## src/rtl/lsns_cfg.svh

```systemverilog
// Purpose: constants for the line sensing status register bank
// Assumes: word index registers, byte address is four times the index
// Notes:   threshold counts derive from millivolts and the converter lsb
`ifndef LSNS_CFG_SVH
`define LSNS_CFG_SVH

// register indices
`define LSNS_IDX_STATUS    8'h03
`define LSNS_IDX_IRQ_EN    8'h05
`define LSNS_IDX_RING_TH   8'h0E
`define LSNS_IDX_DET_CTRL  8'h12
`define LSNS_IDX_DET_EN    8'h15
`define LSNS_IDX_RING_V    8'h1A
`define LSNS_IDX_LINE_V    8'h1B
`define LSNS_IDX_LOOP_I    8'h1C
`define LSNS_IDX_DET_STAT  8'h1E

// field positions
`define LSNS_BIT_RING_EV   0
`define LSNS_BIT_FAULT     2
`define LSNS_BIT_RING_LIVE 3
`define LSNS_BIT_RING_IEN  0
`define LSNS_BIT_FAULT_IEN 2
`define LSNS_BIT_MASTER_EN 1
`define LSNS_BIT_UV_EN     2
`define LSNS_BIT_UV_SEEN   6

// reset values
`define LSNS_RST_RING_IEN  1'b1
`define LSNS_RST_FAULT_IEN 1'b0
`define LSNS_RST_MASTER_EN 1'b0
`define LSNS_RST_UV_EN     1'b0
`define LSNS_RST_RING_TH   2'h0

// ring threshold figures
`define LSNS_RING_LSB_UV   10230
`define LSNS_RING_TH1_MV   150
`define LSNS_RING_TH2_MV   300
`define LSNS_RING_TH3_MV   450
`define LSNS_RING_TH1_CNT  ((`LSNS_RING_TH1_MV * 1000) / `LSNS_RING_LSB_UV)
`define LSNS_RING_TH2_CNT  ((`LSNS_RING_TH2_MV * 1000) / `LSNS_RING_LSB_UV)
`define LSNS_RING_TH3_CNT  ((`LSNS_RING_TH3_MV * 1000) / `LSNS_RING_LSB_UV)

`endif

```

## src/rtl/lsns_pkg.sv

```systemverilog
// Purpose: types for the line sensing status register bank
// Assumes: nothing
// Notes:   one-hot bus states, converter channel codes
package lsns_pkg;

  typedef enum logic [1:0] {
    BUS_IDLE = 2'b01,
    BUS_ACK  = 2'b10
  } lsns_bus_st_t;

  typedef enum logic [1:0] {
    ADC_RING = 2'h0,
    ADC_LINE = 2'h1,
    ADC_LOOP = 2'h2
  } lsns_adc_ch_t;

endpackage

```

## src/rtl/lsns_sync.sv

```systemverilog
// Purpose: two flip-flop synchroniser for asynchronous levels
// Assumes: inputs are slow levels
// Notes:   first stage feeds only the second
`timescale 1ns/1ps
`default_nettype none
module lsns_sync #(
  parameter int WIDTH = 3
) (
  // clock and reset
  input  wire logic             sys_clk,
  input  wire logic             resetn,
  // levels
  input  wire logic [WIDTH-1:0] asyncIn,
  output logic      [WIDTH-1:0] syncOut
);

  logic [WIDTH-1:0] stage1_q;

  initial begin
    if (WIDTH < 1) begin
      $error("lsns_sync: WIDTH must be at least 1");
    end
  end

  always_ff @(posedge sys_clk or negedge resetn) begin
    if (!resetn) begin
      stage1_q <= '0;
      syncOut  <= '0;
    end else begin
      stage1_q <= asyncIn;
      syncOut  <= stage1_q;
    end
  end

endmodule
`default_nettype wire

```

## src/rtl/lsns_regs.sv

```systemverilog
// Purpose: line sensing control and status registers on classic Wishbone
// Assumes: converter samples arrive on sys_clk; fault levels are async
// Notes:   one wait state on every access, reads of status clear flags
`include "lsns_cfg.svh"
`timescale 1ns/1ps
`default_nettype none
module lsns_regs
  import lsns_pkg::*;
#(
  parameter int ADDR_W = 8,
  parameter int DATA_W = 32
) (
  // clock and reset
  input  wire logic              sys_clk,
  input  wire logic              resetn,
  // wishbone slave
  input  wire logic              wb_cyc_i,
  input  wire logic              wb_stb_i,
  input  wire logic              wb_we_i,
  input  wire logic [ADDR_W-1:0] wb_adr_i,
  input  wire logic [3:0]        wb_sel_i,
  input  wire logic [DATA_W-1:0] wb_dat_i,
  output logic      [DATA_W-1:0] wb_dat_o,
  output logic                   wb_ack_o,
  // auxiliary converter results
  input  wire logic              adcValid,
  input  wire logic [1:0]        adcChannel,
  input  wire logic [7:0]        adcData,
  // line side conditions, asynchronous levels
  input  wire logic              undervoltCondition,
  input  wire logic              overvoltCondition,
  input  wire logic              overcurrentCondition,
  // power mode strap from same clock
  input  wire logic              linePoweredMode,
  // line side actions
  output logic                   loopBandwidthWide,
  output logic                   autoOnHook,
  output logic                   barrierPowerSelect,
  // host interrupt
  output logic                   hostIrq
);

  initial begin
    if (DATA_W != 32) begin
      $error("lsns_regs: DATA_W must be 32");
    end
    if (ADDR_W < 7) begin
      $error("lsns_regs: ADDR_W must be at least 7");
    end
    if (`LSNS_RING_TH3_CNT > 127) begin
      $error("lsns_regs: ring threshold count exceeds seven bits");
    end
    if (`LSNS_RING_TH1_CNT >= `LSNS_RING_TH2_CNT ||
        `LSNS_RING_TH2_CNT >= `LSNS_RING_TH3_CNT) begin
      $error("lsns_regs: ring threshold counts must rise with the code");
    end
    if (`LSNS_BIT_RING_LIVE > 7 || `LSNS_BIT_UV_SEEN > 7) begin
      $error("lsns_regs: status fields must sit in the low byte");
    end
  end

  // ones-complement sample to magnitude
  function automatic logic [6:0] ones_mag(input logic [7:0] s);
    ones_mag = s[7] ? ~s[6:0] : s[6:0];
  endfunction

  // threshold code to count, zero means disabled
  function automatic logic [6:0] ring_th_cnt(input logic [1:0] sel);
    case (sel)
      2'h1:    ring_th_cnt = 7'(`LSNS_RING_TH1_CNT);
      2'h2:    ring_th_cnt = 7'(`LSNS_RING_TH2_CNT);
      2'h3:    ring_th_cnt = 7'(`LSNS_RING_TH3_CNT);
      default: ring_th_cnt = 7'h7F;
    endcase
  endfunction

  // word index decode
  function automatic logic idx_is(input logic [ADDR_W-1:0] a,
                                  input logic [7:0]        idx);
    idx_is = (a[1:0] == 2'h0) && (a[ADDR_W-1:2] == (ADDR_W-2)'(idx));
  endfunction

  lsns_bus_st_t     busSt_q;
  logic             req;
  logic             rdReq;
  logic             wrReq;
  logic             wrLow;
  logic             statusRd;
  logic [7:0]       rdByte;
  logic [2:0]       condSync;
  logic             uvLive;
  logic             ovLive;
  logic             ocLive;
  logic             faultLive;
  logic             ringSample;
  logic             ringAbove;
  logic [1:0]       ringThSel_q;
  logic             ringIrqEn_q;
  logic             faultIrqEn_q;
  logic             masterEn_q;
  logic             uvEn_q;
  logic             ringLive_q;
  logic             ringEvent_q;
  logic             faultFlag_q;
  logic             uvSeen_q;
  logic [7:0]       ringVolt_q;
  logic [6:0]       lineVolt_q;
  logic [6:0]       loopCur_q;
  logic             barrier_q;

  lsns_sync #(
    .WIDTH (3)
  ) u_cond_sync (
    .sys_clk (sys_clk),
    .resetn  (resetn),
    .asyncIn ({overcurrentCondition, overvoltCondition,
               undervoltCondition}),
    .syncOut (condSync)
  );

  // bus request decode
  assign req      = wb_cyc_i && wb_stb_i && (busSt_q == BUS_IDLE);
  assign rdReq    = req && !wb_we_i;
  assign wrReq    = req && wb_we_i;
  assign wrLow    = wrReq && wb_sel_i[0];
  assign statusRd = rdReq && idx_is(wb_adr_i, `LSNS_IDX_STATUS);

  // conditions gated by the master enable
  // ov and oc have no enables of their own here
  assign uvLive    = masterEn_q && uvEn_q && condSync[0];
  assign ovLive    = masterEn_q && condSync[1];
  assign ocLive    = masterEn_q && condSync[2];
  assign faultLive = uvLive || ovLive || ocLive;

  // ring comparison on each ring sample
  assign ringSample = adcValid && (adcChannel == ADC_RING);
  assign ringAbove  = (ringThSel_q != 2'h0) &&
                      (ones_mag(adcData) > ring_th_cnt(ringThSel_q));

  // bus handshake, one wait state
  always_ff @(posedge sys_clk or negedge resetn) begin
    if (!resetn) begin
      busSt_q <= BUS_IDLE;
    end else begin
      case (busSt_q)
        BUS_IDLE: begin
          if (wb_cyc_i && wb_stb_i) begin
            busSt_q <= BUS_ACK;
          end
        end
        BUS_ACK: begin
          busSt_q <= BUS_IDLE;
        end
        default: begin
          busSt_q <= BUS_IDLE;
        end
      endcase
    end
  end

  // a held stb after ack opens a new access
  assign wb_ack_o = (busSt_q == BUS_ACK);

  // read mux
  always_comb begin
    rdByte = 8'h00;
    if (idx_is(wb_adr_i, `LSNS_IDX_STATUS)) begin
      rdByte[`LSNS_BIT_RING_EV]   = ringEvent_q;
      rdByte[`LSNS_BIT_FAULT]     = faultFlag_q;
      rdByte[`LSNS_BIT_RING_LIVE] = ringLive_q;
    end else if (idx_is(wb_adr_i, `LSNS_IDX_IRQ_EN)) begin
      rdByte[`LSNS_BIT_RING_IEN]  = ringIrqEn_q;
      rdByte[`LSNS_BIT_FAULT_IEN] = faultIrqEn_q;
    end else if (idx_is(wb_adr_i, `LSNS_IDX_RING_TH)) begin
      rdByte[1:0] = ringThSel_q;
    end else if (idx_is(wb_adr_i, `LSNS_IDX_RING_V)) begin
      rdByte = ringVolt_q;
    end else if (idx_is(wb_adr_i, `LSNS_IDX_LINE_V)) begin
      rdByte[7:1] = lineVolt_q;
    end else if (idx_is(wb_adr_i, `LSNS_IDX_LOOP_I)) begin
      rdByte[7:1] = loopCur_q;
    end else if (idx_is(wb_adr_i, `LSNS_IDX_DET_STAT)) begin
      rdByte[`LSNS_BIT_UV_SEEN] = uvSeen_q;
    end
  end

  // read data captured with the request
  always_ff @(posedge sys_clk or negedge resetn) begin
    if (!resetn) begin
      wb_dat_o <= '0;
    end else if (rdReq) begin
      wb_dat_o <= {{(DATA_W-8){1'b0}}, rdByte};
    end
  end

  // ring threshold select
  always_ff @(posedge sys_clk or negedge resetn) begin
    if (!resetn) begin
      ringThSel_q <= `LSNS_RST_RING_TH;
    end else if (wrLow && idx_is(wb_adr_i, `LSNS_IDX_RING_TH)) begin
      ringThSel_q <= wb_dat_i[1:0];
    end
  end

  // interrupt enables
  always_ff @(posedge sys_clk or negedge resetn) begin
    if (!resetn) begin
      ringIrqEn_q  <= `LSNS_RST_RING_IEN;
      faultIrqEn_q <= `LSNS_RST_FAULT_IEN;
    end else if (wrLow && idx_is(wb_adr_i, `LSNS_IDX_IRQ_EN)) begin
      ringIrqEn_q  <= wb_dat_i[`LSNS_BIT_RING_IEN];
      faultIrqEn_q <= wb_dat_i[`LSNS_BIT_FAULT_IEN];
    end
  end

  // detector enables, write only
  always_ff @(posedge sys_clk or negedge resetn) begin
    if (!resetn) begin
      masterEn_q <= `LSNS_RST_MASTER_EN;
      uvEn_q     <= `LSNS_RST_UV_EN;
    end else begin
      if (wrLow && idx_is(wb_adr_i, `LSNS_IDX_DET_CTRL)) begin
        masterEn_q <= wb_dat_i[`LSNS_BIT_MASTER_EN];
      end
      if (wrLow && idx_is(wb_adr_i, `LSNS_IDX_DET_EN)) begin
        uvEn_q <= wb_dat_i[`LSNS_BIT_UV_EN];
      end
    end
  end

  // live ringing, refreshed per sample
  always_ff @(posedge sys_clk or negedge resetn) begin
    if (!resetn) begin
      ringLive_q <= 1'b0;
    end else if (ringSample) begin
      ringLive_q <= ringAbove;
    end else if (statusRd) begin
      ringLive_q <= 1'b0;
    end
  end

  // latched ring or reversal event
  // a ring sample above threshold in the read cycle keeps the flag set
  always_ff @(posedge sys_clk or negedge resetn) begin
    if (!resetn) begin
      ringEvent_q <= 1'b0;
    end else if (ringSample && ringAbove) begin
      ringEvent_q <= 1'b1;
    end else if (statusRd) begin
      ringEvent_q <= 1'b0;
    end
  end

  // voltage or current fault flag
  always_ff @(posedge sys_clk or negedge resetn) begin
    if (!resetn) begin
      faultFlag_q <= 1'b0;
    end else if (faultLive) begin
      faultFlag_q <= 1'b1;
    end else if (statusRd) begin
      faultFlag_q <= 1'b0;
    end
  end

  // under-voltage status, unlatched
  always_ff @(posedge sys_clk or negedge resetn) begin
    if (!resetn) begin
      uvSeen_q <= 1'b0;
    end else begin
      uvSeen_q <= uvLive;
    end
  end

  // converter result capture
  always_ff @(posedge sys_clk or negedge resetn) begin
    if (!resetn) begin
      ringVolt_q <= 8'h00;
      lineVolt_q <= 7'h00;
      loopCur_q  <= 7'h00;
    end else if (adcValid) begin
      case (adcChannel)
        ADC_RING: ringVolt_q <= adcData;
        ADC_LINE: lineVolt_q <= adcData[7:1];
        ADC_LOOP: loopCur_q  <= adcData[6:0];
        // channel three carries no result
        default:  ringVolt_q <= ringVolt_q;
      endcase
    end
  end

  // line side actions
  always_ff @(posedge sys_clk or negedge resetn) begin
    if (!resetn) begin
      loopBandwidthWide <= 1'b0;
      autoOnHook        <= 1'b0;
    end else begin
      loopBandwidthWide <= uvLive;
      autoOnHook        <= ovLive || ocLive;
    end
  end

  // barrier power hold while line powered
  always_ff @(posedge sys_clk or negedge resetn) begin
    if (!resetn) begin
      barrier_q <= 1'b0;
    end else if (!linePoweredMode) begin
      barrier_q <= 1'b0;
    end else if (uvLive) begin
      barrier_q <= 1'b1;
    end
  end

  assign barrierPowerSelect = barrier_q;

  // host interrupt
  always_ff @(posedge sys_clk or negedge resetn) begin
    if (!resetn) begin
      hostIrq <= 1'b0;
    end else begin
      hostIrq <= (ringEvent_q && ringIrqEn_q) ||
                 (faultFlag_q && faultIrqEn_q);
    end
  end

endmodule
`default_nettype wire

```

## config.mk

```make
export PLATFORM = sky130hd
export DESIGN_NAME = lsns_regs
export DESIGN_NICKNAME = d
export VERILOG_FILES = /design/src/rtl/lsns_pkg.sv /design/src/rtl/lsns_sync.sv /design/src/rtl/lsns_regs.sv
export VERILOG_INCLUDE_DIRS = /design/src /design/src/rtl
export SDC_FILE = /design/constraint.sdc
export NUM_CORES = 1
export LEC_CHECK = 0
export BUFFER_PORTS_ARGS = -buffer_cell sky130_fd_sc_hd__buf_2
export CAP_MARGIN = 5
export CORE_MARGIN = 8
export CORE_UTILIZATION = 53
export CTS_CLUSTER_DIAMETER = 60
export DETAILED_ROUTE_END_ITERATION = 10
export PLACE_DENSITY_LB_ADDON = 0.15
export REMOVE_ABC_BUFFERS = 1
export SYNTH_ARGS = -nofsm -noshare
export SYNTH_HDL_FRONTEND = slang
export SYNTH_SLANG_ARGS = --single-unit
```

## constraint.sdc

```tcl
create_clock -name sys_clk -period 4 [get_ports sys_clk]
set_input_delay 0.6 -clock sys_clk [delete_from_list [all_inputs] [get_ports sys_clk]]
set_output_delay 0.6 -clock sys_clk [all_outputs]
set_load 0.005 [all_outputs]
```

==> impl_results.html, run 1 <==
<table>
<tr><th>Metric</th><th>Value</th></tr>
<tr><th colspan="2">STA</th></tr>
<tr><td>Transition at the pin with the smallest max-transition slack</td><td>roughly 650 ps</td></tr>
<tr><td>Post-Route Hold Slack</td><td>355 ps</td></tr>
<tr><td>Final Critical Period</td><td>2130 ps</td></tr>
<tr><td>Unrepaired setup endpoints after global routing</td><td>no</td></tr>
<tr><td>Total Neg Setup Slack</td><td>0 ps</td></tr>
<tr><td>Slew HR</td><td>56.4%</td></tr>
<tr><td>Max Transition Viols Final</td><td>0</td></tr>
<tr><td>Portion of the clock cycle consumed by the worst path in the final layout</td><td>a little over half</td></tr>
<tr><td>Clock skew after layout</td><td>4.03 ps</td></tr>
<tr><td>Final Hold Fails</td><td>0</td></tr>
<tr><td>Final setup vio count</td><td>0</td></tr>
<tr><td>Least setup slack across all paths after layout</td><td>1870 ps</td></tr>
<tr><td>Max Clock Freq</td><td>about 0.47 GHz</td></tr>
<tr><th colspan="2">Finish</th></tr>
<tr><td>Most common library cell in the layout ignoring fill and taps</td><td>sky130_fd_sc_hd__dfrtp_1</td></tr>
<tr><td>Area overhead of the layout relative to synthesis</td><td>10.5%</td></tr>
<tr><td>Commonest non-fill, non-tap cells in the layout</td><td>sky130_fd_sc_hd__dfrtp_1, sky130_fd_sc_hd__buf_2, sky130_fd_sc_hd__mux2_2, sky130_fd_sc_hd__conb_1, sky130_fd_sc_hd__nand2_1</td></tr>
<tr><td>Summed area of non-filler cells in the final layout</td><td>3000 um^2</td></tr>
<tr><td>Net count of the finished layout</td><td>roughly 350</td></tr>
<tr><td>Antenna cells</td><td>0</td></tr>
<tr><td>Final Instance Count excl. Fillers</td><td>350</td></tr>
<tr><td>Final core utilization</td><td>59.9%</td></tr>
<tr><td>Ratio of cells with drive above 1 in the final layout</td><td>between 30% and 40%</td></tr>
<tr><th colspan="2">Worst setup path</th></tr>
<tr><td>Worst path buffer plus inverter count</td><td>2</td></tr>
<tr><td>Data arrival time of the critical path</td><td>2370 ps</td></tr>
<tr><td>Crit-path max FO</td><td>4</td></tr>
<tr><td>Reg-to-reg slack, setup</td><td>about 1900 ps</td></tr>
<tr><td>Crit-path max cell delay</td><td>440 ps</td></tr>
<tr><td>CP Depth</td><td>9</td></tr>
<tr><td>Cell family with most CP delay</td><td>adder cells</td></tr>
<tr><td>CP startpoint</td><td>ringThSel_q[0]</td></tr>
<tr><td>Cell-by-cell trace of the critical path</td><td>inv_1, ha_1, inv_1, ha_1, nand3_1, nor2_1, and4_4, a2111oi_4, a31o_1</td></tr>
<tr><td>CP Capture Point</td><td>ringLive_q</td></tr>
<tr><td>Endpoint class of the critical path</td><td>register</td></tr>
<tr><td>Path depth of the worst reg2reg path</td><td>9</td></tr>
<tr><td>CP max stage cell</td><td>sky130_fd_sc_hd__dfrtp_1</td></tr>
<tr><td>Classification of the worst setup path</td><td>register to register</td></tr>
<tr><td>Worst setup SP type</td><td>register</td></tr>
<tr><td>End of the worst register-to-register path</td><td>ringLive_q</td></tr>
<tr><td>Required time worst endpoint</td><td>4250 ps</td></tr>
<tr><td>Reg-to-reg startpoint</td><td>ringThSel_q[0]</td></tr>
<tr><th colspan="2">Placement</th></tr>
<tr><td>Routability cong.</td><td>0.797</td></tr>
<tr><td>Placed Cells incl. Taps</td><td>342</td></tr>
<tr><td>Final HPWL from detailed placement</td><td>4400 um</td></tr>
<tr><td>Setup slack after placement</td><td>1790 ps</td></tr>
<tr><td>Total placed instance area</td><td>2890 um^2</td></tr>
<tr><td>IO Port Bufs</td><td>44</td></tr>
<tr><th colspan="2">Power</th></tr>
<tr><td>Combinational fraction of design power</td><td>14.7%</td></tr>
<tr><td>Static Leakage</td><td>1.42 nW</td></tr>
<tr><td>Relative contribution of the clock network to total power</td><td>roughly a third</td></tr>
<tr><td>Sequential power share</td><td>53.2%</td></tr>
<tr><td>Power density over the cells</td><td>about 370 nW/um^2</td></tr>
<tr><td>Peak VDD IR</td><td>232 uV</td></tr>
<tr><td>Switching Power</td><td>around 280 uW</td></tr>
<tr><td>Sum of internal, switching and leakage power</td><td>1.12 mW</td></tr>
<tr><td>Share of total power consumed by net switching</td><td>25.4%</td></tr>
<tr><td>Cell-internal power</td><td>around 840 uW</td></tr>
<tr><th colspan="2">Clock tree</th></tr>
<tr><td>Gates resized, CTS repair</td><td>0</td></tr>
<tr><td>Setup bufs post-CTS</td><td>0</td></tr>
<tr><td>Clock buffer count from CTS</td><td>5</td></tr>
<tr><td>Clk sink count</td><td>51</td></tr>
<tr><td>Level count of the clock H-tree</td><td>2</td></tr>
<tr><td>Clock tree from TritonCTS</td><td>done</td></tr>
<tr><td>Clock root buffer</td><td>sky130_fd_sc_hd__clkbuf_8</td></tr>
<tr><td>Number of buffers on the longest clock path</td><td>2</td></tr>
<tr><td>Total of hold buffers inserted after clock tree synthesis</td><td>0</td></tr>
<tr><td>Clock-pin slew of the registers on the worst-case setup and hold paths</td><td>100 ps</td></tr>
<tr><td>Insertion delay to the later sink of the worst-skew pair</td><td>300 ps</td></tr>
<tr><th colspan="2">Run status</th></tr>
<tr><td>Result of the run</td><td>complete, no violations</td></tr>
<tr><th colspan="2">Min path</th></tr>
<tr><td>Path class of the lowest-slack min-delay path</td><td>register to register</td></tr>
<tr><th colspan="2">Yosys</th></tr>
<tr><td>Post-synthesis async set-or-reset flop share</td><td>100%</td></tr>
<tr><td>Number of enable flip-flop cells after synthesis</td><td>0</td></tr>
<tr><td>FF+latch count, synth</td><td>51</td></tr>
<tr><td>Primary FF master, synth</td><td>sky130_fd_sc_hd__dfrtp_1</td></tr>
<tr><td>Post-Synthesis Mean Instance Area</td><td>11.5 um^2</td></tr>
<tr><td>Synthesized instance count</td><td>between 200 and 250</td></tr>
<tr><td>Warnings, synthesis</td><td>0</td></tr>
<tr><td>Distinct cells, synth</td><td>50</td></tr>
<tr><td>Seq/Total Area, Yosys</td><td>between 40% and 50%</td></tr>
<tr><td>Synthesized area</td><td>about 2700 um^2</td></tr>
<tr><th colspan="2">GRT</th></tr>
<tr><td>Maximum number of pins on one net before global-route repair</td><td>52</td></tr>
<tr><td>Via count of the first global-routing pass</td><td>roughly 1900</td></tr>
<tr><td>Residual overflow from global routing</td><td>0</td></tr>
<tr><td>Antenna violations before repair</td><td>0</td></tr>
<tr><td>Total global-route track usage</td><td>15.7%</td></tr>
<tr><td>Wire length of the first global-routing pass</td><td>a little over 9000 um</td></tr>
<tr><th colspan="2">Drt</th></tr>
<tr><td>TritonRoute pass-1 iters</td><td>4</td></tr>
<tr><td>Avg WL per Cell</td><td>16.2 um</td></tr>
<tr><td>Detailed-route via count</td><td>1822</td></tr>
<tr><td>Initial drt markers</td><td>105</td></tr>
<tr><td>Post-route antenna net violation count</td><td>0</td></tr>
<tr><td># DRC</td><td>0</td></tr>
<tr><td>Sum of routed wire length over all layers</td><td>5680 um</td></tr>
<tr><td>Per-cell via count in the routed design</td><td>between 5 and 6</td></tr>
<tr><th colspan="2">Floorplanning</th></tr>
<tr><td>Effective utilization at floorplan</td><td>between 50% and 60%</td></tr>
<tr><td>Die height</td><td>87.6 um</td></tr>
<tr><td>Row Count</td><td>26</td></tr>
<tr><td>Floorplan core area</td><td>5010 um^2</td></tr>
<tr><td>Number of primary I/O pins</td><td>~100</td></tr>
<tr><td>Area enclosed by the die boundary</td><td>7670 um^2</td></tr>
<tr><td>Die X-Extent</td><td>87.6 um</td></tr>
<tr><th colspan="2">Run</th></tr>
<tr><td>Reported max-cap violation count</td><td>0</td></tr>
</table>
how the worst min path moves through the flow:
stage	from	end	cells past startpoint
floorplan	resetn	autoOnHook	0
global placement	u_cond_sync.stage1_q[1]	u_cond_sync.syncOut[1]	0
detailed placement	u_cond_sync.stage1_q[1]	u_cond_sync.syncOut[1]	0
CTS	u_cond_sync.stage1_q[1]	u_cond_sync.syncOut[1]	0
global route	u_cond_sync.stage1_q[2]	u_cond_sync.syncOut[2]	0
finish	u_cond_sync.stage1_q[1]	u_cond_sync.syncOut[1]	0
sequential cells by signal, summed over array words and instances (netlist names), 2 cells and up:
| name | cells |
|---|---|
| busSt_q | 2 |
| u_cond_sync.syncOut | 3 |
| loopCur_q | 7 |
| lineVolt_q | 7 |
| wb_dat_o | 8 |
| ringVolt_q | 8 |
| u_cond_sync.stage1_q | 3 |
| ringThSel_q | 2 |
power groups by stage:
| stage | sequential (mW) | clock (mW) | combinational (mW) |
|---|---|---|---|
| detailed placement | 0.606 | 0 | 0.166 |
| global placement | 0.603 | 0 | 0.161 |
| CTS | 0.596 | 0.368 | 0.166 |
| global route | 0.603 | 0.386 | 0.185 |
| finish | 0.596 | 0.360 | 0.165 |
| floorplan | 0.599 | 0 | 0.103 |
cells in the mapped netlist (2+ instances only):
master | count | share of area [%]
sky130_fd_sc_hd__and4bb_2 | 2 | 0.92
sky130_fd_sc_hd__nand3b_1 | 2 | 0.55
sky130_fd_sc_hd__dfrtp_1 | 49 | 45
sky130_fd_sc_hd__nor4_1 | 2 | 0.46
sky130_fd_sc_hd__inv_1 | 10 | 1.4
sky130_fd_sc_hd__ha_1 | 11 | 5.1
sky130_fd_sc_hd__mux2i_1 | 5 | 1.8
sky130_fd_sc_hd__nor3b_1 | 2 | 0.55
sky130_fd_sc_hd__o21a_1 | 3 | 0.83
sky130_fd_sc_hd__nor3_2 | 3 | 1.1
sky130_fd_sc_hd__nand2_1 | 12 | 1.7
sky130_fd_sc_hd__buf_6 | 2 | 0.83
sky130_fd_sc_hd__xor2_1 | 5 | 1.6
sky130_fd_sc_hd__buf_2 | 3 | 0.55
sky130_fd_sc_hd__o22ai_1 | 4 | 0.92
sky130_fd_sc_hd__nand3_1 | 3 | 0.55
sky130_fd_sc_hd__a31oi_1 | 2 | 0.46
sky130_fd_sc_hd__nor2_1 | 7 | 0.97
sky130_fd_sc_hd__a21o_1 | 2 | 0.55
sky130_fd_sc_hd__buf_4 | 25 | 6.9
sky130_fd_sc_hd__o31ai_1 | 3 | 0.83
sky130_fd_sc_hd__dfstp_2 | 2 | 1.9
sky130_fd_sc_hd__nand2b_1 | 3 | 0.69
sky130_fd_sc_hd__xnor2_1 | 2 | 0.65
sky130_fd_sc_hd__a21oi_1 | 7 | 1.3
sky130_fd_sc_hd__nor3_1 | 4 | 0.74
sky130_fd_sc_hd__o21ai_0 | 7 | 1.3
sky130_fd_sc_hd__nor2b_1 | 4 | 0.92
sky130_fd_sc_hd__mux2_2 | 26 | 11
sky130_fd_sc_hd__a2bb2oi_1 | 3 | 0.97
worst reg2reg max path, cell delays in order (launching register included):
cell                        delay [ps]
sky130_fd_sc_hd__dfrtp_1           440
sky130_fd_sc_hd__inv_1             150
sky130_fd_sc_hd__ha_1              250
sky130_fd_sc_hd__inv_1              70
sky130_fd_sc_hd__ha_1              310
sky130_fd_sc_hd__nand3_1            90
sky130_fd_sc_hd__nor2_1             60
sky130_fd_sc_hd__and4_4            200
sky130_fd_sc_hd__a2111oi_4         370
sky130_fd_sc_hd__a31o_1            140
area by class of cell:
type                    count  area, um^2
repair buffers             45         228
inverters                  10        37.5
fillers                   442        2010
clock inverters             3        43.8
multi-input cells         166        1250
clock buffers               5        68.8
flip-flops and latches     51        1280
well taps                  70        87.6
cells by family (layout without fill, tap and decap cells):
family	after synthesis	in the layout	share of synthesized area, %
AND/OR/NAND/NOR	54	54	12.7
flip-flops	51	51	47.1
buffers and inverters	41	63	9.82
AO/OA/AOI/OAI	39	39	10.3
multiplexers	31	31	12.6
adder cells (fa/ha/maj)	11	11	5.07
XOR/XNOR	7	7	2.26
other	1	24	0.138
layer usage:
| layer | part of all wire [%] | wire, um | GRT usage (%) |
|---|---|---|---|
| met3 | 5.9 | 333 | 3.85 |
| met5 | 0 | 0 | 0 |
| met1 | 46 | 2590 | 21.2 |
| met2 | 48 | 2730 | 24.2 |
| met4 | 0.44 | 25 | 4.69 |
(Power assumes the default switching activity.)
==> run 2: changes to the inputs <==
--- a/config.mk
+++ b/config.mk
@@ -9,7 +9,7 @@
 export BUFFER_PORTS_ARGS = -buffer_cell sky130_fd_sc_hd__buf_2
 export CAP_MARGIN = 5
 export CORE_MARGIN = 8
-export CORE_UTILIZATION = 53
+export CORE_UTILIZATION = 49
 export CTS_CLUSTER_DIAMETER = 60
 export DETAILED_ROUTE_END_ITERATION = 10
 export PLACE_DENSITY_LB_ADDON = 0.15
==> constraint.sdc (replaced) <==
create_clock -name sys_clk -period 2.2 [get_ports sys_clk]
set_input_delay 0.33 -clock sys_clk [delete_from_list [all_inputs] [get_ports sys_clk]]
set_output_delay 0.33 -clock sys_clk [all_outputs]
set_load 0.005 [all_outputs]
==> impl_results.html, run 2 (synthesized netlist as in run 1, its figures left out) <==
<table>
<tr><th>Metric</th><th>Value</th></tr>
<tr><th colspan="2">Run status</th></tr>
<tr><td>Result of the run</td><td>complete, no violations</td></tr>
<tr><th colspan="2">Placement</th></tr>
<tr><td>IO Port Bufs</td><td>44 (unchanged)</td></tr>
<tr><td>Final HPWL from detailed placement</td><td>4370 um (-0.76%)</td></tr>
<tr><td>Setup slack after placement</td><td>198 ps (-1590 ps)</td></tr>
<tr><td>Routability cong.</td><td>0.793 (-0.58%)</td></tr>
<tr><th colspan="2">Worst setup path</th></tr>
<tr><td>Required time worst endpoint</td><td>2450 ps (-1800 ps)</td></tr>
<tr><td>Reg-to-reg startpoint</td><td>ringThSel_q[0]</td></tr>
<tr><td>CP Capture Point</td><td>ringLive_q</td></tr>
<tr><td>Crit-path max FO</td><td>4 (unchanged)</td></tr>
<tr><td>End of the worst register-to-register path</td><td>ringLive_q</td></tr>
<tr><td>CP startpoint</td><td>ringThSel_q[0]</td></tr>
<tr><td>Data arrival time of the critical path</td><td>2290 ps (-80 ps)</td></tr>
<tr><td>Reg-to-reg slack, setup</td><td>160 ps (-1710 ps)</td></tr>
<tr><td>Worst setup SP type</td><td>register</td></tr>
<tr><td>Endpoint class of the critical path</td><td>register</td></tr>
<tr><td>Path depth of the worst reg2reg path</td><td>9 (unchanged)</td></tr>
<tr><td>Classification of the worst setup path</td><td>register to register</td></tr>
<tr><th colspan="2">Drt</th></tr>
<tr><td># DRC</td><td>0 (unchanged)</td></tr>
<tr><td>TritonRoute pass-1 iters</td><td>4 (unchanged)</td></tr>
<tr><td>Avg WL per Cell</td><td>15.8 um (-2.7%)</td></tr>
<tr><td>Initial drt markers</td><td>66 (-37%)</td></tr>
<tr><td>Sum of routed wire length over all layers</td><td>5650 um (-0.44%)</td></tr>
<tr><td>Post-route antenna net violation count</td><td>0 (unchanged)</td></tr>
<tr><td>Per-cell via count in the routed design</td><td>5.14 (-1.2%)</td></tr>
<tr><td>Detailed-route via count</td><td>1841 (+1.0%)</td></tr>
<tr><th colspan="2">STA</th></tr>
<tr><td>Unrepaired setup endpoints after global routing</td><td>no</td></tr>
<tr><td>Final setup vio count</td><td>0 (unchanged)</td></tr>
<tr><td>Max Transition Viols Final</td><td>0 (unchanged)</td></tr>
<tr><td>Final Critical Period</td><td>2040 ps (-87.3 ps)</td></tr>
<tr><td>Final Hold Fails</td><td>0 (unchanged)</td></tr>
<tr><td>Max Clock Freq</td><td>0.490 GHz (+4.3%)</td></tr>
<tr><td>Total Neg Setup Slack</td><td>0 ps (unchanged)</td></tr>
<tr><td>Post-Route Hold Slack</td><td>127 ps (-228 ps)</td></tr>
<tr><td>Clock skew after layout</td><td>7.70 ps (+3.67 ps)</td></tr>
<tr><td>Transition at the pin with the smallest max-transition slack</td><td>631 ps (-22.0 ps)</td></tr>
<tr><td>Portion of the clock cycle consumed by the worst path in the final layout</td><td>92.7% (+40 points)</td></tr>
<tr><td>Slew HR</td><td>57.9% (+1.6 points)</td></tr>
<tr><td>Least setup slack across all paths after layout</td><td>161 ps (-1710 ps)</td></tr>
<tr><th colspan="2">GRT</th></tr>
<tr><td>Maximum number of pins on one net before global-route repair</td><td>52 (unchanged)</td></tr>
<tr><td>Via count of the first global-routing pass</td><td>1916 (+2.9%)</td></tr>
<tr><td>Total global-route track usage</td><td>13.9% (-1.8 points)</td></tr>
<tr><td>Residual overflow from global routing</td><td>0 (unchanged)</td></tr>
<tr><td>Antenna violations before repair</td><td>0 (unchanged)</td></tr>
<tr><td>Wire length of the first global-routing pass</td><td>9270 um (-0.23%)</td></tr>
<tr><th colspan="2">Finish</th></tr>
<tr><td>Area overhead of the layout relative to synthesis</td><td>11.9%</td></tr>
<tr><td>Antenna cells</td><td>0 (unchanged)</td></tr>
<tr><td>Commonest non-fill, non-tap cells in the layout</td><td>sky130_fd_sc_hd__dfrtp_1, sky130_fd_sc_hd__buf_2, sky130_fd_sc_hd__mux2_2, sky130_fd_sc_hd__conb_1, sky130_fd_sc_hd__nand2_1</td></tr>
<tr><td>Filler cell count in the final layout</td><td>503 (+14%)</td></tr>
<tr><td>Largest registers</td><td>ringVolt_q (8), wb_dat_o (8)</td></tr>
<tr><td>Most common library cell in the layout ignoring fill and taps</td><td>sky130_fd_sc_hd__dfrtp_1</td></tr>
<tr><td>Ratio of cells with drive above 1 in the final layout</td><td>34.6% (+1.4 points)</td></tr>
<tr><td>Net count of the finished layout</td><td>360 (+1.7%)</td></tr>
<tr><th colspan="2">Clock tree</th></tr>
<tr><td>Clock buffer count from CTS</td><td>5 (unchanged)</td></tr>
<tr><td>Total of hold buffers inserted after clock tree synthesis</td><td>0 (unchanged)</td></tr>
<tr><td>Clk sink count</td><td>51 (unchanged)</td></tr>
<tr><td>Number of buffers on the longest clock path</td><td>2 (unchanged)</td></tr>
<tr><td>Clock-pin slew of the registers on the worst-case setup and hold paths</td><td>100 ps (about the same)</td></tr>
<tr><td>Insertion delay to the later sink of the worst-skew pair</td><td>310 ps (about the same)</td></tr>
<tr><td>Setup bufs post-CTS</td><td>0 (unchanged)</td></tr>
<tr><td>Level count of the clock H-tree</td><td>2 (unchanged)</td></tr>
<tr><td>Clock root buffer</td><td>sky130_fd_sc_hd__clkbuf_8</td></tr>
<tr><td>Gates resized, CTS repair</td><td>0 (unchanged)</td></tr>
<tr><td>Clock tree from TritonCTS</td><td>done</td></tr>
<tr><th colspan="2">Min path</th></tr>
<tr><td>Path class of the lowest-slack min-delay path</td><td>primary input to asynchronous set/reset pin</td></tr>
<tr><th colspan="2">Power</th></tr>
<tr><td>Peak VDD IR</td><td>535 uV (+130%)</td></tr>
<tr><td>Power density over the cells</td><td>654 nW/um^2 (+75%)</td></tr>
<tr><td>Static Leakage</td><td>1.44 nW (+1.4%)</td></tr>
<tr><th colspan="2">Floorplanning</th></tr>
<tr><td>Row Count</td><td>27 (+3.8%)</td></tr>
<tr><td>Area enclosed by the die boundary</td><td>8180 um^2 (+6.7%)</td></tr>
<tr><td>Floorplan core area</td><td>5440 um^2 (+8.6%)</td></tr>
<tr><td>Die X-Extent</td><td>90.4 um (+3.3%)</td></tr>
<tr><td>Number of primary I/O pins</td><td>101 (unchanged)</td></tr>
<tr><td>Die height</td><td>90.4 um (+3.3%)</td></tr>
<tr><td>Effective utilization at floorplan</td><td>49.9% (-4.3 points)</td></tr>
<tr><th colspan="2">Run</th></tr>
<tr><td>Reported max-cap violation count</td><td>0 (unchanged)</td></tr>
</table>
[run 2: changes by cell type in the layout (fill, tap and decap cells not counted)]
cell                         change
sky130_fd_sc_hd__bufinv_16       -1
sky130_fd_sc_hd__clkbuf_8        +2
sky130_fd_sc_hd__clkinvlp_4      +1
sky130_fd_sc_hd__clkinv_4        -1
sky130_fd_sc_hd__clkinv_2        -1
sky130_fd_sc_hd__buf_4           +6
[run 2: metrics by stage]
step / power, mW / instance area, um^2 / utilization (%) / cells
2_1_floorplan: 1.27 / 2570 / - / 227
3_3_place_gp: 1.39 / 2930 / 53.9 / 350
3_5_place_dp: 1.40 / 2930 / 53.9 / 350
4_1_cts: 2.00 / 3040 / 55.9 / 358
5_1_grt: 2.09 / 3040 / 55.9 / 358
6_report: 1.99 / 3040 / 55.9 / 358
[run 2: critical path: stages, from the launching register on]
cell,delay (ps)
sky130_fd_sc_hd__dfrtp_1,390
sky130_fd_sc_hd__inv_1,130
sky130_fd_sc_hd__ha_1,260
sky130_fd_sc_hd__inv_1,70
sky130_fd_sc_hd__ha_1,310
sky130_fd_sc_hd__nand3_1,90
sky130_fd_sc_hd__nor2_1,60
sky130_fd_sc_hd__and4_4,200
sky130_fd_sc_hd__a2111oi_4,340
sky130_fd_sc_hd__a31o_1,140
[run 2: per-layer routing]
layer,global-route usage (%),share of wire [%],wire length (um)
met5,0,0,0
met2,21.8,47,2640
met1,17.2,45,2530
met3,5.32,7.2,405
met4,4.02,1.4,80
[run 2: report_power, final]
group / switching, mW / total (mW) / internal (mW) / leakage (nW)
clock network: 0.317 / 0.603 / 0.287 / 0.0505
logic: 0.151 / 0.302 / 0.151 / 0.763
registers: 0.0452 / 1.08 / 1.04 / 0.624
total: 0.513 / 1.99 / 1.47 / 1.44
[run 2: cell type report]
type | count | area (um^2) | area share [%]
flip-flops and latches | 51 | 1280 | 42.1
multi-input cells | 166 | 1250 | 41.3
well taps | 72 | 90.1 | 2.97
inverters | 10 | 37.5 | 1.24
clock buffers | 7 | 96.3 | 3.17
clock inverters | 1 | 7.51 | 0.247
repair buffers | 51 | 273 | 8.98
[run 2: worst min-delay path by stage]
stage	start	end	slack (ps)	cells past startpoint
finish	resetn	uvEn_q	130	2
global route	overcurrentCondition	u_cond_sync.stage1_q[2]	110	1
CTS	overcurrentCondition	u_cond_sync.stage1_q[2]	120	1
detailed placement	u_cond_sync.stage1_q[2]	u_cond_sync.syncOut[2]	340	0
global placement	u_cond_sync.stage1_q[1]	u_cond_sync.syncOut[1]	330	0
floorplan	resetn	autoOnHook	30	0
==> run 3: changes to the inputs <==
--- a/config.mk
+++ b/config.mk
@@ -6,7 +6,7 @@
 export SDC_FILE = /design/constraint.sdc
 export NUM_CORES = 1
 export LEC_CHECK = 0
-export BUFFER_PORTS_ARGS = -buffer_cell sky130_fd_sc_hd__buf_2
+export BUFFER_PORTS_ARGS = -buffer_cell sky130_fd_sc_hd__buf_4
 export CAP_MARGIN = 5
 export CORE_MARGIN = 8
 export CORE_UTILIZATION = 49
==> impl_results.html, run 3 (synthesized netlist as in run 1, its figures left out) <==
<table>
<tr><th>Metric</th><th>Value</th></tr>
<tr><th colspan="2">GRT</th></tr>
<tr><td>Via count of the first global-routing pass</td><td>2008 (+4.8%)</td></tr>
<tr><td>Residual overflow from global routing</td><td>0 (unchanged)</td></tr>
<tr><td>Antenna violations before repair</td><td>0 (unchanged)</td></tr>
<tr><td>Maximum number of pins on one net before global-route repair</td><td>52 (unchanged)</td></tr>
<tr><td>Wire length of the first global-routing pass</td><td>9740 um (+5.1%)</td></tr>
<tr><td>Total global-route track usage</td><td>14.5% (+0.68 points)</td></tr>
<tr><th colspan="2">Worst setup path</th></tr>
<tr><td>Crit-path max cell delay</td><td>380 ps (about the same)</td></tr>
<tr><td>Path depth of the worst reg2reg path</td><td>9 (unchanged)</td></tr>
<tr><td>Data arrival time of the critical path</td><td>2230 ps (-60 ps)</td></tr>
<tr><td>Required time worst endpoint</td><td>2440 ps (about the same)</td></tr>
<tr><td>Worst path buffer plus inverter count</td><td>2 (unchanged)</td></tr>
<tr><td>Classification of the worst setup path</td><td>register to register</td></tr>
<tr><td>Cell family with most CP delay</td><td>adder cells</td></tr>
<tr><td>CP Depth</td><td>9 (unchanged)</td></tr>
<tr><td>CP max stage cell</td><td>sky130_fd_sc_hd__dfrtp_1</td></tr>
<tr><td>Endpoint class of the critical path</td><td>register</td></tr>
<tr><td>Worst setup SP type</td><td>register</td></tr>
<tr><td>Crit-path max FO</td><td>4 (unchanged)</td></tr>
<tr><td>Cell-by-cell trace of the critical path</td><td>inv_1, ha_2, inv_1, ha_1, nand3_1, nor2_1, and4_4, a2111oi_4, a31o_1</td></tr>
<tr><td>Cell occurring most often along the worst timing path</td><td>sky130_fd_sc_hd__inv_1</td></tr>
<tr><th colspan="2">Drt</th></tr>
<tr><td>Per-cell via count in the routed design</td><td>5.18 (+0.79%)</td></tr>
<tr><td>TritonRoute pass-1 iters</td><td>5 (+1)</td></tr>
<tr><td>Sum of routed wire length over all layers</td><td>5730 um (+1.4%)</td></tr>
<tr><td>Avg WL per Cell</td><td>16.1 um (+2.2%)</td></tr>
<tr><td>Initial drt markers</td><td>77 (+17%)</td></tr>
<tr><td># DRC</td><td>0 (unchanged)</td></tr>
<tr><td>Detailed-route via count</td><td>1840 (-0.054%)</td></tr>
<tr><td>Post-route antenna net violation count</td><td>0 (unchanged)</td></tr>
<tr><th colspan="2">Power</th></tr>
<tr><td>Power density over the cells</td><td>647 nW/um^2 (-0.99%)</td></tr>
<tr><td>Combinational fraction of design power</td><td>15.7% (+0.5 points)</td></tr>
<tr><td>Cell-internal power</td><td>1.54 mW (+4.4%)</td></tr>
<tr><td>Share of total power consumed by net switching</td><td>24.2% (-1.6 points)</td></tr>
<tr><td>Relative contribution of the clock network to total power</td><td>30.9% (+0.5 points)</td></tr>
<tr><td>Switching Power</td><td>492 uW (-4.2%)</td></tr>
<tr><td>Static Leakage</td><td>1.45 nW (+0.99%)</td></tr>
<tr><td>Peak VDD IR</td><td>484 uV (-9.6%)</td></tr>
<tr><td>Sequential power share</td><td>53.3% (-1.1 points)</td></tr>
<tr><th colspan="2">Floorplanning</th></tr>
<tr><td>Floorplan core area</td><td>5440 um^2 (unchanged)</td></tr>
<tr><td>Area enclosed by the die boundary</td><td>8180 um^2 (unchanged)</td></tr>
<tr><td>Row Count</td><td>27 (unchanged)</td></tr>
<tr><td>Die X-Extent</td><td>90.4 um (unchanged)</td></tr>
<tr><td>Number of primary I/O pins</td><td>101 (unchanged)</td></tr>
<tr><td>Effective utilization at floorplan</td><td>49.9% (unchanged)</td></tr>
<tr><td>Die height</td><td>90.4 um (unchanged)</td></tr>
<tr><th colspan="2">STA</th></tr>
<tr><td>Portion of the clock cycle consumed by the worst path in the final layout</td><td>90.5% (-2.2 points)</td></tr>
<tr><td>Final setup vio count</td><td>0 (unchanged)</td></tr>
<tr><td>Unrepaired setup endpoints after global routing</td><td>no</td></tr>
<tr><td>Max Transition Viols Final</td><td>0 (unchanged)</td></tr>
<tr><td>Post-Route Hold Slack</td><td>54.6 ps (-71.9 ps)</td></tr>
<tr><td>Final Hold Fails</td><td>0 (unchanged)</td></tr>
<tr><td>Slew HR</td><td>57.3% (-0.59 points)</td></tr>
<tr><td>Max Clock Freq</td><td>0.503 GHz (+2.5%)</td></tr>
<tr><td>Final Critical Period</td><td>1990 ps (-48.9 ps)</td></tr>
<tr><td>Transition at the pin with the smallest max-transition slack</td><td>640 ps (+8.78 ps)</td></tr>
<tr><td>Total Neg Setup Slack</td><td>0 ps (unchanged)</td></tr>
<tr><td>Clock skew after layout</td><td>8.71 ps (+1.01 ps)</td></tr>
<tr><th colspan="2">Finish</th></tr>
<tr><td>Antenna cells</td><td>0 (unchanged)</td></tr>
<tr><td>Final core utilization</td><td>57.6% (+1.8 points)</td></tr>
<tr><td>Largest registers</td><td>ringVolt_q (8), wb_dat_o (8)</td></tr>
<tr><td>Summed area of non-filler cells in the final layout</td><td>3130 um^2 (+3.2%)</td></tr>
<tr><td>Commonest non-fill, non-tap cells in the layout</td><td>sky130_fd_sc_hd__dfrtp_1, sky130_fd_sc_hd__buf_4, sky130_fd_sc_hd__mux2_2, sky130_fd_sc_hd__conb_1, sky130_fd_sc_hd__nand2_1</td></tr>
<tr><td>Net count of the finished layout</td><td>358 (-0.56%)</td></tr>
<tr><td>Ratio of cells with drive above 1 in the final layout</td><td>33.9% (-0.69 points)</td></tr>
<tr><td>Area overhead of the layout relative to synthesis</td><td>15.5%</td></tr>
<tr><th colspan="2">Run status</th></tr>
<tr><td>Result of the run</td><td>complete, no violations</td></tr>
<tr><th colspan="2">Clock tree</th></tr>
<tr><td>Clock-pin slew of the registers on the worst-case setup and hold paths</td><td>90 ps (about the same)</td></tr>
<tr><td>Clock tree from TritonCTS</td><td>done</td></tr>
<tr><td>Total of hold buffers inserted after clock tree synthesis</td><td>0 (unchanged)</td></tr>
<tr><td>Setup bufs post-CTS</td><td>0 (unchanged)</td></tr>
<tr><td>Clock buffer count from CTS</td><td>5 (unchanged)</td></tr>
<tr><td>Number of buffers on the longest clock path</td><td>2 (unchanged)</td></tr>
<tr><td>Insertion delay to the later sink of the worst-skew pair</td><td>300 ps (about the same)</td></tr>
<tr><td>Clk sink count</td><td>51 (unchanged)</td></tr>
<tr><td>Level count of the clock H-tree</td><td>2 (unchanged)</td></tr>
<tr><td>Clock root buffer</td><td>sky130_fd_sc_hd__clkbuf_8</td></tr>
<tr><th colspan="2">Min path</th></tr>
<tr><td>Path class of the lowest-slack min-delay path</td><td>primary input to asynchronous set/reset pin</td></tr>
<tr><th colspan="2">Placement</th></tr>
<tr><td>Total placed instance area</td><td>3030 um^2 (+3.2%)</td></tr>
<tr><td>IO Port Bufs</td><td>44 (unchanged)</td></tr>
<tr><td>Routability cong.</td><td>0.829 (+4.6%)</td></tr>
<tr><td>Final HPWL from detailed placement</td><td>4420 um (+1.1%)</td></tr>
<tr><th colspan="2">Run</th></tr>
<tr><td>Reported max-cap violation count</td><td>0 (unchanged)</td></tr>
</table>
==> run 3: cell types whose count changed in the layout (fill, tap and decap cells not counted) <==
cell,change
sky130_fd_sc_hd__ha_2,+1
sky130_fd_sc_hd__bufinv_16,+1
sky130_fd_sc_hd__clkbuf_1,+1
sky130_fd_sc_hd__clkbuf_8,-2
sky130_fd_sc_hd__buf_4,+42
sky130_fd_sc_hd__ha_1,-1
sky130_fd_sc_hd__clkinvlp_4,-1
sky130_fd_sc_hd__buf_2,-44
==> run 3: repair_timing <==
action | CTS | global route
hold endpoints to repair | 0 | 0
gates resized for setup | 0 | 1
endpoints found under the setup margin | 0 | 2
==> run 3: per-layer routing <==
| layer | track usage, % | vias to the layer above | part of all wire (%) |
|---|---|---|---|
| met4 | 3.74 | 0 | 0.65 |
| met1 | 17.7 | 911 | 45 |
| met5 | 0 | - | 0 |
| met3 | 5.15 | 5 | 5.8 |
| met2 | 23.8 | 48 | 49 |
| li1 | - | 876 | - |
==> run 3: layout make-up <==
class / instances / area (um^2)
clock buffers: 6 / 72.6
clock inverters: 1 / 30.0
fillers: 477 / 2300
inverters: 10 / 37.5
multi-input cells: 166 / 1260
flip-flops and latches: 51 / 1280
well taps: 72 / 90.1
repair buffers: 49 / 368
==> run 3: worst paths after layout <==
kind | slack (ps) | from | endpoint
max in group asynchronous | 1720 | resetn | ringThSel_q[0]
max | 210 | ringThSel_q[0] | ringLive_q
min reg2reg | 360 | u_cond_sync.stage1_q[1] | u_cond_sync.syncOut[1]
min | 50 | resetn | u_cond_sync.syncOut[1]
max reg2reg | 210 | ringThSel_q[0] | ringLive_q
min in group sys_clk | 140 | overvoltCondition | u_cond_sync.stage1_q[1]
==> run 3: power groups by stage <==
stage	logic, mW	registers (mW)	clock network (mW)
5_1_grt	0.359	1.09	0.678
2_1_floorplan	0.186	1.09	0
6_report	0.319	1.08	0.627
3_3_place_gp	0.313	1.10	0
4_1_cts	0.322	1.08	0.636
3_5_place_dp	0.321	1.10	0
==> run 3: stage by stage <==
stage | total power, mW | instances | setup WS [ps]
after global routing | 2.13 | 355 | 11.2
after floorplan | 1.27 | 227 | 303
after global placement | 1.41 | 348 | 208
final | 2.03 | 355 | 210
after CTS | 2.04 | 355 | 178
after detailed placement | 1.42 | 348 | 196
